**src/verilog/mpuap_pkg.sv**
```systemverilog
/*
  Constants, field layouts and carrier types for the region attribute
  and permission block of the memory protection unit.
  Assumes a single core clock with a synchronous active-high reset.
*/
package mpuap_pkg;

  // ----------------------------------------------------------------
  // coprocessor addressing
  // ----------------------------------------------------------------
  localparam logic [3:0] CRN_REGION = 4'h6;
  localparam logic [3:0] CRM_ATTR = 4'h1;
  localparam logic [2:0] OP2_ATTR = 3'h4;
  localparam logic [3:0] CRM_SEL = 4'h2;
  localparam logic [2:0] OP2_SEL = 3'h0;

  // ----------------------------------------------------------------
  // access-control register layout
  // ----------------------------------------------------------------
  localparam int NO_FETCH_BIT = 12;
  localparam int PERM_HI = 10;
  localparam int PERM_LO = 8;
  localparam int TEX_HI = 5;
  localparam int TEX_LO = 3;
  localparam int SHARE_BIT = 2;
  localparam int ATTR_HI_BIT = 1;
  localparam int ATTR_LO_BIT = 0;
  localparam logic [12:0] ATTR_MASK = 13'h173f;
  localparam logic [12:0] ATTR_RESET = 13'h0000;
  localparam logic [3:0] SEL_RESET = 4'h0;

  // ----------------------------------------------------------------
  // data permission codes
  // ----------------------------------------------------------------
  localparam logic [2:0] PERM_NONE = 3'h0;
  localparam logic [2:0] PERM_PRIV = 3'h1;
  localparam logic [2:0] PERM_USER_RO = 3'h2;
  localparam logic [2:0] PERM_FULL = 3'h3;
  localparam logic [2:0] PERM_RSV4 = 3'h4;
  localparam logic [2:0] PERM_PRIV_RO = 3'h5;
  localparam logic [2:0] PERM_ALL_RO = 3'h6;

  // ----------------------------------------------------------------
  // cache policy codes, shared by inner and outer levels
  // ----------------------------------------------------------------
  localparam logic [1:0] POL_NC = 2'h0;
  localparam logic [1:0] POL_WBWA = 2'h1;
  localparam logic [1:0] POL_WT = 2'h2;
  localparam logic [1:0] POL_WB = 2'h3;

  typedef enum logic [1:0] {MT_STRONG, MT_DEVICE, MT_NORMAL, MT_RSVD} mpuap_mem_t;

  // ----------------------------------------------------------------
  // carriers
  // ----------------------------------------------------------------
  typedef struct packed {
    logic fetch;
    logic write;
    logic priv;
    logic hit;
    logic [3:0] region;
  } mpuap_req_t;

  typedef struct packed {
    mpuap_mem_t mtype;
    logic share;
    logic [1:0] inner;
    logic [1:0] outer;
  } mpuap_attr_t;

  typedef struct packed {
    logic fault;
    logic bg;
    logic fetch;
    logic write;
  } mpuap_res_t;

endpackage : mpuap_pkg

```
**src/verilog/mpuap_attr_perm.sv**
```systemverilog
/*
  Region attribute and permission logic: per-region access-control
  registers, region selector, attribute decode and permission check.
  Assumes the core presents coprocessor transfers and memory checks as
  one-cycle requests, and that region matching is done outside.
*/
`timescale 1ns/1ps

module mpuap_attr_perm
  import mpuap_pkg::*;
#(
  parameter int NREG = 16
)(
  input wire logic clock,
  input wire logic rst,
  input wire logic cp_valid,
  input wire logic cp_write,
  input wire logic cp_priv,
  input wire logic [3:0] cp_crn,
  input wire logic [3:0] cp_crm,
  input wire logic [2:0] cp_op2,
  input wire logic [31:0] cp_wdata,
  output logic cp_ack_r,
  output logic cp_undef_r,
  output logic [31:0] cp_rdata_r,
  input wire logic mpu_enable,
  input wire logic chk_valid,
  input wire mpuap_req_t chk_req,
  output logic res_valid_r,
  output mpuap_res_t res_r,
  output mpuap_attr_t attr_r
);

  // ----------------------------------------------------------------
  // decode helpers
  // ----------------------------------------------------------------

  // read and write rights for one permission code and mode
  function automatic logic [1:0] perm_rw(input logic [2:0] p, input logic priv);
    logic [1:0] grant;
    grant = 2'h0;
    case (p)
      PERM_NONE: grant = 2'h0;
      PERM_PRIV: grant = priv ? 2'h3 : 2'h0;
      PERM_USER_RO: grant = priv ? 2'h3 : 2'h2;
      PERM_FULL: grant = 2'h3;
      PERM_PRIV_RO: grant = priv ? 2'h2 : 2'h0;
      PERM_ALL_RO: grant = 2'h2;
      // reserved codes fault: safest reading of unpredictable
      default: grant = 2'h0;
    endcase
    return grant;
  endfunction : perm_rw

  // memory type and cache policies from type_ext and attribute pair
  function automatic mpuap_attr_t attr_dec(input logic [12:0] a);
    mpuap_attr_t d;
    logic [2:0] type_ext;
    logic [1:0] cb;
    type_ext = a[TEX_HI:TEX_LO];
    cb = {a[ATTR_HI_BIT], a[ATTR_LO_BIT]};
    d.mtype = MT_RSVD;
    d.share = 1'b0;
    d.inner = POL_NC;
    d.outer = POL_NC;
    if (type_ext[2])
    begin
      // both levels use one code table
      d.mtype = MT_NORMAL;
      d.inner = cb;
      d.outer = type_ext[1:0];
      d.share = a[SHARE_BIT];
    end
    else
    begin
      case ({type_ext[1:0], cb})
        4'h0:
        begin
          d.mtype = MT_STRONG;
          d.share = 1'b1;
        end
        4'h1:
        begin
          d.mtype = MT_DEVICE;
          d.share = 1'b1;
        end
        4'h2:
        begin
          d.mtype = MT_NORMAL;
          d.inner = POL_WT;
          d.outer = POL_WT;
          d.share = a[SHARE_BIT];
        end
        4'h3:
        begin
          d.mtype = MT_NORMAL;
          d.inner = POL_WB;
          d.outer = POL_WB;
          d.share = a[SHARE_BIT];
        end
        4'h4:
        begin
          d.mtype = MT_NORMAL;
          d.share = a[SHARE_BIT];
        end
        4'h7:
        begin
          d.mtype = MT_NORMAL;
          d.inner = POL_WBWA;
          d.outer = POL_WBWA;
          d.share = a[SHARE_BIT];
        end
        4'h8:
        begin
          // device memory ignores the share bit
          d.mtype = MT_DEVICE;
          d.share = 1'b0;
        end
        default: d.mtype = MT_RSVD;
      endcase
    end
    return d;
  endfunction : attr_dec

  // ----------------------------------------------------------------
  // register file: selector plus one access-control copy per region
  // ----------------------------------------------------------------
  logic [3:0] sel_r;
  logic [3:0] sel_nxt;
  logic [12:0] attr_reg_r [NREG];
  logic [12:0] attr_reg_nxt [NREG];
  logic cp_ack_nxt;
  logic cp_undef_nxt;
  logic [31:0] cp_rdata_nxt;
  logic hit_attr;
  logic hit_sel;

  assign hit_attr = cp_crn == CRN_REGION && cp_crm == CRM_ATTR && cp_op2 == OP2_ATTR;
  assign hit_sel = cp_crn == CRN_REGION && cp_crm == CRM_SEL && cp_op2 == OP2_SEL;

  // one transfer per cycle; the answer appears on the next edge
  always_comb
  begin
    sel_nxt = sel_r;
    attr_reg_nxt = attr_reg_r;
    cp_ack_nxt = 1'b0;
    cp_undef_nxt = 1'b0;
    cp_rdata_nxt = 32'h0000_0000;
    if (cp_valid && (hit_attr || hit_sel))
    begin
      if (!cp_priv)
      begin
        // user mode never touches these registers
        cp_undef_nxt = 1'b1;
      end
      else
      begin
        cp_ack_nxt = 1'b1;
        if (hit_sel && cp_write)
        begin
          sel_nxt = cp_wdata[3:0];
        end
        else if (hit_sel)
        begin
          cp_rdata_nxt = {28'h0000000, sel_r};
        end
        else if (cp_write)
        begin
          // selector picks the copy; out-of-range select is software's fault
          attr_reg_nxt[sel_r] = cp_wdata[12:0] & ATTR_MASK;
        end
        else
        begin
          cp_rdata_nxt = {19'h00000, attr_reg_r[sel_r]};
        end
      end
    end
    else if (cp_valid && cp_crn == CRN_REGION)
    begin
      // other c6 encodings belong to neighbouring blocks; stay silent
      cp_undef_nxt = 1'b0;
    end
  end

  always_ff @(posedge clock)
  begin
    if (rst)
    begin
      sel_r <= SEL_RESET;
      for (int i = 0; i < NREG; i++)
        attr_reg_r[i] <= ATTR_RESET;
      cp_ack_r <= 1'b0;
      cp_undef_r <= 1'b0;
      cp_rdata_r <= 32'h0000_0000;
    end
    else
    begin
      sel_r <= sel_nxt;
      attr_reg_r <= attr_reg_nxt;
      cp_ack_r <= cp_ack_nxt;
      cp_undef_r <= cp_undef_nxt;
      cp_rdata_r <= cp_rdata_nxt;
    end
  end

  // ----------------------------------------------------------------
  // permission check and attribute output
  // ----------------------------------------------------------------
  logic [12:0] chk_attr;
  logic [1:0] rw;
  logic res_valid_nxt;
  mpuap_res_t res_nxt;
  mpuap_attr_t attr_nxt;

  assign chk_attr = attr_reg_r[chk_req.region];
  assign rw = perm_rw(chk_attr[PERM_HI:PERM_LO], chk_req.priv);

  // a disabled unit passes everything; the miss case wins over any region
  always_comb
  begin
    res_valid_nxt = chk_valid;
    res_nxt = '0;
    attr_nxt = attr_r;
    if (chk_valid)
    begin
      res_nxt.fetch = chk_req.fetch;
      res_nxt.write = chk_req.write && !chk_req.fetch;
      attr_nxt = attr_dec(chk_attr);
      if (mpu_enable && !chk_req.hit)
      begin
        res_nxt.bg = 1'b1;
        res_nxt.fault = 1'b1;
      end
      else if (mpu_enable && chk_req.fetch)
      begin
        res_nxt.fault = !rw[1] || chk_attr[NO_FETCH_BIT];
      end
      else if (mpu_enable)
      begin
        res_nxt.fault = chk_req.write ? !rw[0] : !rw[1];
      end
    end
  end

  always_ff @(posedge clock)
  begin
    if (rst)
    begin
      res_valid_r <= 1'b0;
      res_r <= '0;
      attr_r <= '0;
    end
    else
    begin
      res_valid_r <= res_valid_nxt;
      res_r <= res_nxt;
      attr_r <= attr_nxt;
    end
  end

  // ----------------------------------------------------------------
  // assertions
  // ----------------------------------------------------------------
  user_reg_refused_a: assert property (@(posedge clock) disable iff (rst)
    cp_valid && !cp_priv && (hit_attr || hit_sel) |=> cp_undef_r && !cp_ack_r)
    else $error("user register access not refused");

  sel_write_takes_a: assert property (@(posedge clock) disable iff (rst)
    cp_valid && cp_priv && cp_write && hit_sel |=> sel_r == $past(cp_wdata[3:0]))
    else $error("selector write lost");

  attr_write_lands_a: assert property (@(posedge clock) disable iff (rst)
    cp_valid && cp_priv && cp_write && hit_attr
    |=> attr_reg_r[sel_r] == ($past(cp_wdata[12:0]) & ATTR_MASK))
    else $error("access-control write lost");

  no_fetch_fault_a: assert property (@(posedge clock) disable iff (rst)
    chk_valid && mpu_enable && chk_req.hit && chk_req.fetch && chk_attr[12]
    |=> res_valid_r && res_r.fault && res_r.fetch)
    else $error("fetch from no-fetch region passed");

  perm_none_fault_a: assert property (@(posedge clock) disable iff (rst)
    chk_valid && mpu_enable && chk_req.hit && chk_attr[10:8] == 3'h0 |=> res_r.fault)
    else $error("no-access region passed");

  user_ro_write_a: assert property (@(posedge clock) disable iff (rst)
    chk_valid && mpu_enable && chk_req.hit && !chk_req.fetch && !chk_req.priv
    && chk_attr[10:8] == 3'h2 |=> res_r.fault == $past(chk_req.write))
    else $error("user read-only check wrong");

  full_access_pass_a: assert property (@(posedge clock) disable iff (rst)
    chk_valid && mpu_enable && chk_req.hit && !chk_req.fetch && chk_attr[10:8] == 3'h3
    |=> !res_r.fault)
    else $error("full-access region faulted");

  miss_bg_fault_a: assert property (@(posedge clock) disable iff (rst)
    chk_valid && mpu_enable && !chk_req.hit |=> res_r.bg && res_r.fault)
    else $error("miss without background fault");

  strong_order_a: assert property (@(posedge clock) disable iff (rst)
    chk_valid && chk_attr[5:0] == 6'h00 |=> attr_r.mtype == MT_STRONG && attr_r.share)
    else $error("strongly-ordered decode wrong");

  cacheable_split_a: assert property (@(posedge clock) disable iff (rst)
    chk_valid && chk_attr[5] |=> attr_r.mtype == MT_NORMAL
    && attr_r.outer == $past(chk_attr[4:3]) && attr_r.inner == $past(chk_attr[1:0]))
    else $error("cacheable policy split wrong");

  // neighbouring c6 registers live elsewhere, so this block must stay quiet
  foreign_silent_a: assert property (@(posedge clock) disable iff (rst)
    cp_valid && !hit_attr && !hit_sel |=> !cp_ack_r && !cp_undef_r)
    else $error("foreign encoding answered");

  user_sel_hold_a: assert property (@(posedge clock) disable iff (rst)
    cp_valid && !cp_priv && hit_sel |=> $stable(sel_r))
    else $error("user access moved the selector");

  fetch_allowed_a: assert property (@(posedge clock) disable iff (rst)
    chk_valid && mpu_enable && chk_req.hit && chk_req.fetch && !chk_attr[NO_FETCH_BIT]
    && chk_attr[PERM_HI:PERM_LO] == PERM_FULL |=> res_valid_r && !res_r.fault)
    else $error("permitted fetch refused");

  ro_write_fault_a: assert property (@(posedge clock) disable iff (rst)
    chk_valid && mpu_enable && chk_req.hit && !chk_req.fetch && chk_req.write
    && (chk_attr[PERM_HI:PERM_LO] == PERM_PRIV_RO || chk_attr[PERM_HI:PERM_LO] == PERM_ALL_RO)
    |=> res_r.fault)
    else $error("write to read-only region passed");

  disabled_pass_a: assert property (@(posedge clock) disable iff (rst)
    chk_valid && !mpu_enable |=> res_valid_r && !res_r.fault && !res_r.bg)
    else $error("disabled unit raised a fault");

  // exception logic may read the result bits without looking at the valid
  res_idle_zero_a: assert property (@(posedge clock) disable iff (rst)
    !chk_valid |=> !res_valid_r && res_r == '0)
    else $error("result shown without a request");

  device_local_a: assert property (@(posedge clock) disable iff (rst)
    chk_valid && chk_attr[TEX_HI:TEX_LO] == 3'h2 && chk_attr[ATTR_HI_BIT:ATTR_LO_BIT] == 2'h0
    |=> attr_r.mtype == MT_DEVICE && !attr_r.share)
    else $error("non-shareable device decode wrong");

  writeback_alloc_a: assert property (@(posedge clock) disable iff (rst)
    chk_valid && chk_attr[TEX_HI:TEX_LO] == 3'h1 && chk_attr[ATTR_HI_BIT:ATTR_LO_BIT] == 2'h3
    |=> attr_r.mtype == MT_NORMAL && attr_r.inner == POL_WBWA && attr_r.outer == POL_WBWA)
    else $error("write-back allocate decode wrong");

endmodule : mpuap_attr_perm

```
**config.mk**
```make
export PLATFORM = sky130hd
export DESIGN_NAME = mpuap_attr_perm
export DESIGN_NICKNAME = d
export VERILOG_FILES = /design/src/verilog/mpuap_pkg.sv /design/src/verilog/mpuap_attr_perm.sv
export SDC_FILE = /design/constraint.sdc
export NUM_CORES = 1
export LEC_CHECK = 0
export BUFFER_PORTS_ARGS = -buffer_cell sky130_fd_sc_hd__buf_4
export CORE_ASPECT_RATIO = 1.5
export CORE_UTILIZATION = 35
export DETAILED_ROUTE_END_ITERATION = 16
export PLACE_DENSITY = 0.61
export SYNTH_ARGS = -nofsm -noshare
export SYNTH_HDL_FRONTEND = slang
export SYNTH_SLANG_ARGS = --single-unit
```
**constraint.sdc**
```tcl
create_clock -name clock -period 3.2 [get_ports clock]
set_input_delay 0.96 -clock clock [delete_from_list [all_inputs] [get_ports clock]]
set_output_delay 0.96 -clock clock [all_outputs]
set_load 0.005 [all_outputs]
```
; After elaboration in Yosys (flattened, before gate mapping)
; Cells that the tools add are included.
[totals]
register_bits = 258
latch_bits = 0
mem_bits_rw = 0
romBits = 0
inputBits = 58
out_inout_bits = 46
wordCells = 110
mem_count = 0
[op_classes]
n_addsub = 0
mul = 0
n_div = 0
n_lt_le_gt_ge = 3
n_eq_ne = 15
shifts = 0
muxes = 26
bitwise = 7
n_reduce_logical = 28
[op_table]
columns = cell, n
row1 = 208-bit bitwise mux, 1
row2 = 13-bit binary-select mux with 4-bit select, 2
row3 = 13-bit two-way mux, 5
row4 = 13-bit demux with 4-bit select, 1
row5 = 4-bit by 2-bit equality test with 1-bit output (second input constant), 3
row6 = 4-bit by 3-bit equality test with 1-bit output (second input constant), 3
row7 = 4-bit case mux with 3 select lines, 1
row8 = 5-bit >= comparator (second input constant), 2
row9 = 1-bit logical AND, 10
row10 = 4-bit inverter with 5-bit output, 2
row11 = 2-bit case mux with 5 select lines, 1
row12 = 3-bit equality test (second input constant), 3
row13 = 4-bit by 1-bit equality test with 1-bit output (second input constant), 2
row14 = 1-bit two-way mux, 8
row15 = 4-bit two-way mux, 2
row16 = 2-bit OR reduction, 4
row17 = 4-bit OR reduction, 2
row18 = 7-bit two-way mux, 1
row19 = 3-bit by 2-bit equality test with 1-bit output (second input constant), 2
row20 = 2-bit case mux with 3 select lines, 1
row21 = 6-bit OR reduction, 1
row22 = 5-bit by 1-bit less-than comparator with 1-bit output (second input constant), 1
row23 = 1-bit inverter, 5
row24 = 5-bit AND reduction, 1
row25 = other kinds (10), 15

; Logic depth before layout (Yosys ltp)
; Gate-level depths: netlist of the first run.
[depth]
ltp_word = 11
ltp_mapped = 10
ltp_nobuf = 6

; Worst setup path before layout of the first run
; No wires, ideal clock.
[synth_timing]
path_type = input-to-reg
from = input chk_req[0] (netlist bit)
to = register res_r[3] (netlist bit)
setup_ns = 0.118
arrival_time_ns = 2.781
required_time_ns = 3.082
setup_slack_ns = 0.301
path_stages = 7
n_path_buf = 3
cell_sequence = buf_2 > buf_2 > buf_2 > mux4_2 > mux4_2 > a21oi_1 > a21oi_1
[synth_via]
elab_chain_cells = 11
word_cells_on_any_way = 17
cone_classes = eq/ne (5) / mux (8) / bitwise (1) / reduce/logical (3)
[synth_lines]
columns = item, line_no
row1 = start: declaration, mpuap_attr_perm.sv:28  ; input wire mpuap_req_t chk_req,
row2 = 4-bit inverter with 5-bit output (not written as such) *, mpuap_attr_perm.sv:215  ; assign chk_attr = attr_reg_r[chk_req.region];
row3 = 13-bit binary-select mux with 4-bit select *, mpuap_attr_perm.sv:215
row4 = 13-bit two-way mux (not written as such) * (2 in a row), mpuap_attr_perm.sv:215
row5 = 3-bit equality test (tied with other cells), mpuap_attr_perm.sv:42  ; case (p)
row6 = 2-bit case mux with 5 select lines, mpuap_attr_perm.sv:42
row7 = "1-bit logical NOT, on equally long branches", "mpuap_attr_perm.sv:236, mpuap_attr_perm.sv:240"
row8 = 1-bit two-way mux, mpuap_attr_perm.sv:240  ; res_nxt.fault = chk_req.write ? !rw[0] : !rw[1];
row9 = 1-bit two-way mux, mpuap_attr_perm.sv:238  ; else if (mpu_enable)
row10 = 1-bit two-way mux *, mpuap_attr_perm.sv:234  ; else if (mpu_enable && chk_req.fetch)
row11 = 1-bit two-way mux *, mpuap_attr_perm.sv:229  ; if (mpu_enable && !chk_req.hit)
row12 = end signal: assignment, mpuap_attr_perm.sv:256  ; res_r <= res_nxt;
row13 = end: declaration, mpuap_attr_perm.sv:30  ; output mpuap_res_t res_r,
; Every way passes the cells marked *; elsewhere a longest branch is shown, timed or not. The select of a mux whose other input is x is not followed.
; A chain may end at the register's enable or synchronous reset.

; Worst setup path in the final report of the first run
[layout_timing]
from = input cp_crn[0]
to = register attr_reg_r[9] (netlist bit)
[layout_via]
elab_chain_cells = 6
word_cells_on_any_way = 11
cone_classes = eq/ne (1) / bitwise (2) / reduce/logical (8)
[layout_lines]
columns = item, line_no
row1 = start: declaration, mpuap_attr_perm.sv:19  ; input wire logic [3:0] cp_crn,
row2 = 4-bit by 3-bit equality test with 1-bit output *, --
row3 = "1-bit logical AND, on equally long branches (2 in a row)", "mpuap_attr_perm.sv:138, mpuap_attr_perm.sv:139"
row4 = 1-bit logical OR / 1-bit logical AND (equally long branches), "mpuap_attr_perm.sv:149, mpuap_attr_perm.sv:159"
row5 = 1-bit logical AND / 1-bit inverter (equally long branches), --
row6 = 5-bit AND reduction (no line) *, --
row7 = end signal: assignment, mpuap_attr_perm.sv:199  ; attr_reg_r <= attr_reg_nxt;
row8 = end: declaration, mpuap_attr_perm.sv:130  ; logic [12:0] attr_reg_r [NREG];
; Every way passes the cells marked *; elsewhere a longest branch is shown, timed or not.

==> flow_summary.json, run 1 <==
{
  "yosysTopAreaCell": "dfxtp_1",
  "viasPerCell": 5.44,
  "gp_congestion": 0.834,
  "p_switching_mw": 1.09,
  "grt_max_degree": 177,
  "rsz0062_at_grt": "no",
  "clock-sinks": 188,
  "outcome": "complete, no violations",
  "clockPowerShare_pct": 44.2,
  "worst_setup_path_end_kind": "flop",
  "fp.dieW_um": 137,
  "filler_cell_count": 2593,
  "p_total_mw": 4.61,
  "synthAdderAreaFrac_pct": 0,
  "dp_cells": 1368,
  "swShare_pct": 23.7,
  "die_height_um": 204,
  "r2r_start": "sel_r[0]",
  "wl_per_cell_um": 18.5,
  "r2r.worst_path.cells": 3,
  "drive_above_1_share_pct": 26.0,
  "fin_cells": 1400,
  "p_int_mw": 3.52,
  "cts.repair.resized": 0,
  "post_cts_buffers": 0,
  "synth_edf_count": 0,
  "maxCapViolCount": 0,
  "fin_worst_skew_ps": 7.96,
  "grt_overflow": 0,
  "grt_pass1_wl_um": 40700,
  "path_class": "in -> reg",
  "cts_buffer_depth": 2,
  "die_area_um2": 27900,
  "root_buffer": "clkbuf_16",
  "grt_usage_pct": 19.5,
  "ant_nets": 0,
  "grt_pass1_vias": 7426,
  "drc_errors": 0,
  "slew_headroom_pct": 29.1,
  "holdBufCountCts": 0,
  "layout_min_cycle_time_ps": 2830,
  "hp-class": "reg -> reg",
  "crit_arrival_ps": 3110,
  "antenna_found_initial": 0,
  "place_area_um2": 10500,
  "fmax_ghz": 0.354,
  "setup_tns_ps": 0,
  "cts_tree": "built",
  "h-tree-depth": 4,
  "reg2reg_to": "cp_rdata_r[12]",
  "cts.clk_slew.worst_paths_ps": 60,
  "drt-total-wl_um": 25900,
  "syn-instance-count": 986,
  "sequentialPowerShare_pct": 50.9,
  "synth.distinct_cells": 52,
  "synthMuxAreaShare_pct": 27.5,
  "p_per_area_nw_per_um2": 417,
  "final-setup-viol-count": 0,
  "syn_to_final_growth_pct": 15.9,
  "nNetsFinal": 1108,
  "vias": 7618,
  "leakagePower_nw": 3.70,
  "hold_ws_ps": 463,
  "synth_xor_area_share_pct": 0,
  "design_area_um2": 11100,
  "dr.pass1.iters": 5,
  "placementRows": 73,
  "dp_hpwl_um": 18500,
  "n_antenna_cell": 0,
  "clk_latency_ps": 450,
  "start_kind": "primary input",
  "cp-startpoint": "cp_crn[0]",
  "cp-endpoint": "attr_reg_r[9]",
  "fin_crit_sh_pct": 88.3,
  "synth_area_leaders": "dfxtp_1 (39%), mux4_2 (21%), nand2_1 (9.9%)",
  "syn_avg_cell_area_um2": 9.68,
  "r2r_slack_ps": 690,
  "slew_viol_final": 0,
  "synth-simple-area-share_pct": 18.4,
  "drt-initial-drc-count": 604,
  "ys_warn_count": 0,
  "initial_core_util_pct": 35.8,
  "worst_slew_pin_slew_ps": 1060,
  "cp.required_ps": 3490,
  "synth_seq_area_share_pct": 39.4,
  "cts_buffers": 17,
  "async_flop_share_pct": 0,
  "core_um2": 26700,
  "port_buffers": 59,
  "synth_area_um2": 9540,
  "synth_compound_area_share_pct": 8.93,
  "path_max_fanout": 10,
  "ys_ff_latch": 188,
  "combPwrFrac_pct": 5.0,
  "pin_count": 104,
  "final_hold_viol_count": 0,
  "synth_ff_type": "dfxtp_1",
  "synth_top_family_by_area": "multiplexers",
  "synth.top_cell.area_share_pct": 39.4,
  "ir_drop_mv": 0.351
}
synth_stat cells (3+ instances only):
master      n
nor3_2      4
nor2b_1    11
nand4_1     3
nand2b_1    6
buf_4      28
nor2_2      6
nor3_4      4
o211ai_1    3
clkbuf_1   50
mux4_2     91
or2_2       3
nor2_1     60
buf_1       4
nand3_1    13
buf_6       5
buf_2      15
a311oi_1    3
dfxtp_1   188
or3_1       5
mux2i_1    56
o21ai_0    12
a21oi_1   128
nand2_1   251
a22oi_1     4
metrics by stage:
| step | setup slack (ps) | utilization, % |
|---|---|---|
| 4_1_cts | 400 | 41.5 |
| 3_3_place_gp | -17.4 | 39.4 |
| 6_report | 374 | 41.5 |
| 5_1_grt | 276 | 41.5 |
| 2_1_floorplan | 301 | - |
| 3_5_place_dp | -73.4 | 39.4 |
cell usage in the layout, fill, tap and decap left out, drive strengths merged, types with 2 or more instances in the layout:
master    instances
a21oi           128
a221oi            2
a22oi             4
a311oi            3
and3              2
buf             126
clkbuf           18
clkinv            9
clkinvlp          3
conb             22
dfxtp           188
inv               3
mux2i            56
mux4             91
nand2           251
nand2b            6
nand3            14
nand4             3
nor2             66
nor2b            11
nor3             10
nor3b             2
nor4              4
o211ai            3
o21ai            13
or2               3
or3               5
or4               2
power groups by stage:
stage          Sequential [mW]  Combinational, mW  Clock, mW
6_report                  2.34              0.229       2.04
5_1_grt                   2.34              0.246       2.17
4_1_cts                   2.34              0.227       2.08
3_5_place_dp              2.40              0.227          0
3_3_place_gp              2.40              0.226          0
2_1_floorplan             2.40              0.154          0
worst min-delay path by stage:
stage / start / cells past startpoint / to / slack (ps)
after global routing: attr_r[3] / 2 / attr_r[3] / 480
after detailed placement: attr_reg_r[3] / 2 / attr_reg_r[3] / 460
after CTS: attr_reg_r[3] / 2 / attr_reg_r[3] / 470
after floorplan: attr_reg_r[121] / 2 / attr_reg_r[121] / 440
final: attr_reg_r[191] / 2 / attr_reg_r[191] / 460
after global placement: attr_reg_r[166] / 2 / attr_reg_r[166] / 440
metal layers:
| layer | global-route usage, % | part of all wire, % | up-vias |
|---|---|---|---|
| met2 | 34.1 | 52 | 220 |
| met5 | 0 | 0 | - |
| met4 | 10.6 | 3.9 | 0 |
| met3 | 3.77 | 4.5 | 59 |
| li1 | - | - | 3577 |
| met1 | 22.2 | 39 | 3762 |
worst max-delay path, stage by stage:
cell and delay [ps]:
buf_4 110, nor4bb_1 360, nand4_1 230, or4b_4 650, buf_4 210, or2_2 420
nand2_1 110, a21oi_1 60
registers in the layout (all words and copies together) (netlist names):
signal	cells
attr_reg_r	160
cp_ack_r	1
cp_rdata_r	10
attr_r	7
sel_r	4
res_r	4
cp_undef_r	1
res_valid_r	1
area by class of cell:
| cell class | count | area (um^2) | area share (%) |
|---|---|---|---|
| multi-input cells | 715 | 5310 | 48.0 |
| well taps | 337 | 422 | 3.81 |
| clock buffers | 18 | 439 | 3.97 |
| inverters | 2 | 7.51 | 0.0679 |
| flip-flops and latches | 188 | 3770 | 34.1 |
| clock inverters | 14 | 121 | 1.10 |
| repair buffers | 126 | 996 | 9.00 |
logic make-up after synthesis:
| kind of cell | after synthesis |
|---|---|
| multiplexers | 148 |
| flip-flops | 188 |
| AO/OA/AOI/OAI | 158 |
| other | 1 |
| buffers and inverters | 104 |
| AND/OR/NAND/NOR | 387 |
(Power assumes the default switching activity.)
==> run 2: changes to the inputs <==
--- a/config.mk
+++ b/config.mk
@@ -10,6 +10,7 @@
 export CORE_UTILIZATION = 35
 export DETAILED_ROUTE_END_ITERATION = 16
 export PLACE_DENSITY = 0.61
+export RECOVER_POWER = 100
 export SYNTH_ARGS = -nofsm -noshare
 export SYNTH_HDL_FRONTEND = slang
 export SYNTH_SLANG_ARGS = --single-unit
==> run 2 against run 1 <==
- the flow now finishes with violations (max-capacitance violations, max-slew violations)
- largest power group unchanged
- sequential share of layout area increased by 0.32 points
- global-route usage is the same
- sequential cell count stayed put
==> flow_summary.json, run 2 (same netlist as run 1, synthesis figures left out) <==
{
  "outcome": "complete, but fails checks",
  "violations": "max-capacitance violations, max-slew violations",
  "regMostFlops": "attr_reg_r",
  "combPwrFrac_pct": 4.9,
  "path_max_fanout": 10,
  "core_um2": 26700,
  "leakagePower_nw": 3.61,
  "crit_arrival_ps": 3190,
  "fp.dieW_um": 137,
  "layout_common_cells": "nand2_1 (251), dfxtp_1 (186), a21oi_1 (128), mux4_2 (91), buf_4 (78)",
  "fin_crit_sh_pct": 92.8,
  "nNetsFinal": 1108,
  "multiInputGateArea_um2": 5290,
  "cpPeakStageDelay_ps": 650,
  "maxCapViolCount": 1,
  "slowest_stage": "or4b_4",
  "p_switching_mw": 1.09,
  "ant_nets": 0,
  "critPathTopFamily": "simple AND/OR/NAND/NOR gates",
  "path_class": "in -> reg",
  "grt_pass1_wl_um": 40700,
  "fin_cells": 1400,
  "dr.pass1.iters": 5,
  "ir_drop_mv": 0.347,
  "pin_count": 104,
  "final_common_cell": "nand2_1",
  "drt-initial-drc-count": 621,
  "cts_buffers": 17,
  "cts_buffer_depth": 2,
  "clk_latency_ps": 450,
  "met3_usage_pct": 3.77,
  "r2r_slack_ps": 700,
  "largest_reg_flops": 160,
  "initial_core_util_pct": 35.8,
  "worst_slew_pin_slew_ps": 2090,
  "layout_min_cycle_time_ps": 2970,
  "rsz0062_at_grt": "no",
  "hp-class": "reg -> reg",
  "clock-sinks": 188,
  "cts_tree": "built",
  "vias": 7574,
  "syn_to_final_growth_pct": 14.8,
  "finish.utilization_pct": 41.1,
  "area.sequential_um2": 3770,
  "dp_slack_ps": -73.4,
  "place_area_um2": 10500,
  "cp.required_ps": 3420,
  "hold_ws_ps": 464,
  "cts.repair.resized": 0,
  "grt_max_degree": 177,
  "sequentialPowerShare_pct": 50.9,
  "p_total_mw": 4.60,
  "placementRows": 73,
  "antenna_found_initial": 0,
  "drive_above_1_share_pct": 23.7,
  "drc_errors": 0,
  "cts.clk_slew.worst_paths_ps": 70,
  "worst_slack_ps": 231,
  "reg_top3": "attr_reg_r: 160 flops, cp_rdata_r: 10 flops, attr_r: 7 flops",
  "grt_usage_pct": 19.5,
  "crit_buf_inv": 2,
  "dp_cells": 1368,
  "die_area_um2": 27900,
  "swShare_pct": 23.7,
  "worst_setup_path_end_kind": "flop",
  "die_height_um": 204,
  "holdBufCountCts": 0,
  "design_area_um2": 11000,
  "busiest_layer": "met2",
  "viasPerCell": 5.41,
  "fin_worst_skew_ps": 7.85,
  "grt_use_met1_pct": 22.2,
  "filler_cell_count": 2616,
  "crit_chain": "clkbuf_4 > nor4bb_1 > nand4_1 > or4b_4 > or4_1 > clkbuf_2 > nand2_1 > a21oi_1",
  "final_hold_viol_count": 0,
  "slew_viol_final": 177,
  "fmax_ghz": 0.337,
  "setup_tns_ps": 0,
  "wl_per_cell_um": 18.5,
  "grt_overflow": 0,
  "root_buffer": "clkbuf_16",
  "clockPowerShare_pct": 44.2,
  "start_kind": "primary input",
  "gp_congestion": 0.834,
  "slew_headroom_pct": -39.3,
  "drt-total-wl_um": 25900,
  "p_int_mw": 3.51,
  "grt_pass1_vias": 7426,
  "h-tree-depth": 4,
  "post_cts_buffers": 0,
  "dp_hpwl_um": 18500,
  "port_buffers": 59,
  "final-setup-viol-count": 0,
  "grt_use_met2_pct": 34.1,
  "n_antenna_cell": 0,
  "p_per_area_nw_per_um2": 420
}
==> run 2: path summary, 6_finish.rpt <==
path / start / endpoint / cells past startpoint
setup / recovery: cp_crn[0] / attr_reg_r[177] / 8
hold / removal: attr_reg_r[3] / attr_reg_r[3] / 2
setup reg to reg: sel_r[0] / cp_rdata_r[12] / 3
hold reg to reg: attr_reg_r[3] / attr_reg_r[3] / 2
==> run 2: cell type report <==
class / instances / area share [%]
well taps: 337 / 3.85
clock buffers: 18 / 4.01
clock inverters: 14 / 1.11
flip-flops and latches: 188 / 34.4
multi-input cells: 715 / 48.3
inverters: 2 / 0.0685
repair buffers: 126 / 8.29
==> run 2: tightest hold or removal path: stages, from the launching register on <==
cell and delay (ps):
dfxtp_1 320, nand2_1 50, a21oi_1 50
==> run 2: metal layers <==
metal / share of wire, % / routed length (um)
met5: 0 / 0
met3: 4.2 / 1080
met2: 52 / 13400
met4: 4.3 / 1110
met1: 40 / 10300
==> run 2: power groups by stage <==
| stage | combinational, mW | clock, mW | sequential, mW |
|---|---|---|---|
| after floorplan | 0.154 | 0 | 2.40 |
| after global placement | 0.226 | 0 | 2.40 |
| after detailed placement | 0.227 | 0 | 2.40 |
| after CTS | 0.227 | 2.08 | 2.34 |
| after global routing | 0.243 | 2.17 | 2.34 |
| final | 0.224 | 2.03 | 2.34 |
==> run 3: changes to the inputs <==
--- a/config.mk
+++ b/config.mk
@@ -7,9 +7,9 @@
 export LEC_CHECK = 0
 export BUFFER_PORTS_ARGS = -buffer_cell sky130_fd_sc_hd__buf_4
 export CORE_ASPECT_RATIO = 1.5
-export CORE_UTILIZATION = 35
+export CORE_UTILIZATION = 40
 export DETAILED_ROUTE_END_ITERATION = 16
-export PLACE_DENSITY = 0.61
+export PLACE_DENSITY = 0.67
 export RECOVER_POWER = 100
 export SYNTH_ARGS = -nofsm -noshare
 export SYNTH_HDL_FRONTEND = slang
==> run 3 against run 2 <==
- the run still ends with max-capacitance violations, max-slew violations left
- register-to-register slack improved by 80 ps
- maximum frequency increased by 3.0%
- critical path depth unchanged
- clock skew increased by 4.6 ps
- clock power about the same
- count of clock-buffer cells in the layout decreased by 1
- hold slack got worse by 2.0 ps
- critical path type unchanged
- critical endpoint is now attr_reg_r[120]
- largest cell class unchanged
- largest power group unchanged
==> flow_summary.json, run 3 (same netlist as run 1, synthesis figures left out) <==
{
  "r2r_slack_ps": 780,
  "worst_slew_pin_slew_ps": 1690,
  "cts_tree": "built",
  "hold-path-endpoint": "attr_reg_r[55]",
  "wl_per_cell_um": 18.1,
  "viasPerCell": 5.45,
  "violations": "max-capacitance violations, max-slew violations",
  "placementRows": 68,
  "met3_usage_pct": 3.27,
  "outcome": "complete, but fails checks",
  "nNetsFinal": 1099,
  "ir_drop_mv": 0.313,
  "grt_overflow": 0,
  "dp_hpwl_um": 17800,
  "dr.pass1.iters": 5,
  "hold_ws_ps": 462,
  "root_buffer": "clkbuf_16",
  "worst_slack_ps": 317,
  "drc_errors": 0,
  "holdBufCountCts": 0,
  "p_total_mw": 4.58,
  "hp-class": "reg -> reg",
  "busiest_layer": "met2",
  "cts_buffers": 17,
  "r2r_start": "sel_r[0]",
  "start_kind": "primary input",
  "cp.required_ps": 3440,
  "p_per_area_nw_per_um2": 420,
  "rsz0062_at_grt": "no",
  "die_height_um": 191,
  "finish.utilization_pct": 46.9,
  "crit_arrival_ps": 3120,
  "regMostFlops": "attr_reg_r",
  "grt_max_degree": 144,
  "grt_usage_pct": 21.4,
  "pin_count": 104,
  "layout_common_cells": "nand2_1 (251), dfxtp_1 (186), a21oi_1 (128), mux4_2 (91), buf_4 (64)",
  "r2r.worst_path.cells": 4,
  "cts_buffer_depth": 2,
  "grt_use_met1_pct": 24.6,
  "fmax_ghz": 0.347,
  "grt_use_met2_pct": 38.4,
  "drt-total-wl_um": 24800,
  "reg_top3": "attr_reg_r: 160 flops, cp_rdata_r: 10 flops, attr_r: 7 flops",
  "hold_path_depth": 2,
  "vias": 7460,
  "leakagePower_nw": 3.59,
  "cts.repair.resized": 0,
  "drt-initial-drc-count": 536,
  "final_common_cell": "nand2_1",
  "final_hold_viol_count": 0,
  "fp.dieW_um": 128,
  "reg2reg_to": "cp_rdata_r[0]",
  "layout_min_cycle_time_ps": 2880,
  "clock-sinks": 188,
  "core_um2": 23200,
  "maxCapViolCount": 1,
  "path_max_fanout": 10,
  "worst_setup_path_end_kind": "flop",
  "post_cts_buffers": 0,
  "clk_latency_ps": 440,
  "largest_reg_flops": 160,
  "final-setup-viol-count": 0,
  "die_area_um2": 24500,
  "h-tree-depth": 4,
  "fin_crit_sh_pct": 90.1,
  "drive_above_1_share_pct": 23.4,
  "fin_worst_skew_ps": 12.5,
  "gp_congestion": 0.841,
  "grt_pass1_vias": 7252,
  "cts.clk_slew.worst_paths_ps": 70,
  "slew_viol_final": 144,
  "ant_nets": 0,
  "dp_slack_ps": -5.29,
  "port_buffers": 59,
  "antenna_found_initial": 0,
  "initial_core_util_pct": 41.1,
  "slew_headroom_pct": -12.4,
  "min_from": "attr_reg_r[55]",
  "grt_pass1_wl_um": 39700,
  "path_class": "in -> reg",
  "syn_to_final_growth_pct": 14.2,
  "n_antenna_cell": 0
}
-- run 3: changes by cell type in the layout (fill, tap and decap cells not counted), moves of 2 or more --
cell,before,now
clkinvlp_4,3,1
clkbuf_4,24,26
buf_4,78,64
clkbuf_2,3,5
buf_12,3,7
inv_6,2,8
inv_8,0,2
clkinv_2,5,1
clkbuf_1,18,15
-- run 3: per-layer routing --
layer	wire, um	part of all wire, %
met1	9640	39
met2	13100	53
met3	1150	4.6
met4	837	3.4
met5	0	0
-- run 3: cell type report --
class                           count  area, um^2
Timing Repair Buffer              117         897
Fill cell                        2151       12300
Sequential cell                   188        3770
Clock buffer                       17         425
Inverter                            2        7.51
Clock inverter                     14         123
Multi-Input combinational cell    715        5290
Tap cell                          315         394
-- run 3: power by group --
part	internal, mW	leakage [nW]	switching (mW)
clock	1.02	0.270	0.990
sequential	2.34	1.52	0.00184
combinational	0.0830	1.81	0.145
total	3.45	3.59	1.14
-- run 3: worst max path at each step --
stage / start / to / slack (ps)
after floorplan: chk_req[0] / res_r[3] / 300
after global placement: cp_crn[0] / attr_reg_r[164] / 9
after detailed placement: cp_crn[0] / attr_reg_r[165] / -5
after CTS: cp_crn[0] / attr_reg_r[15] / 450
after global routing: cp_crn[0] / attr_reg_r[13] / 160
final: cp_op2[1] / attr_reg_r[120] / 320
-- run 3: critical path: stages --
cell      delay, ps
buf_4           110
nor4_1          330
nand4_1         220
or4b_4          630
or3_1           370
clkbuf_1        270
nand2_1         150
a21oi_1          70
-- run 3: stage by stage --
stage,TNS (ps),instance area (um^2),std cells
CTS,0,11000,1368
detailed placement,-14.3,10500,1337
global placement,0,10500,1337
global route,0,10900,1368
finish,0,10900,1368
floorplan,0,9620,1007
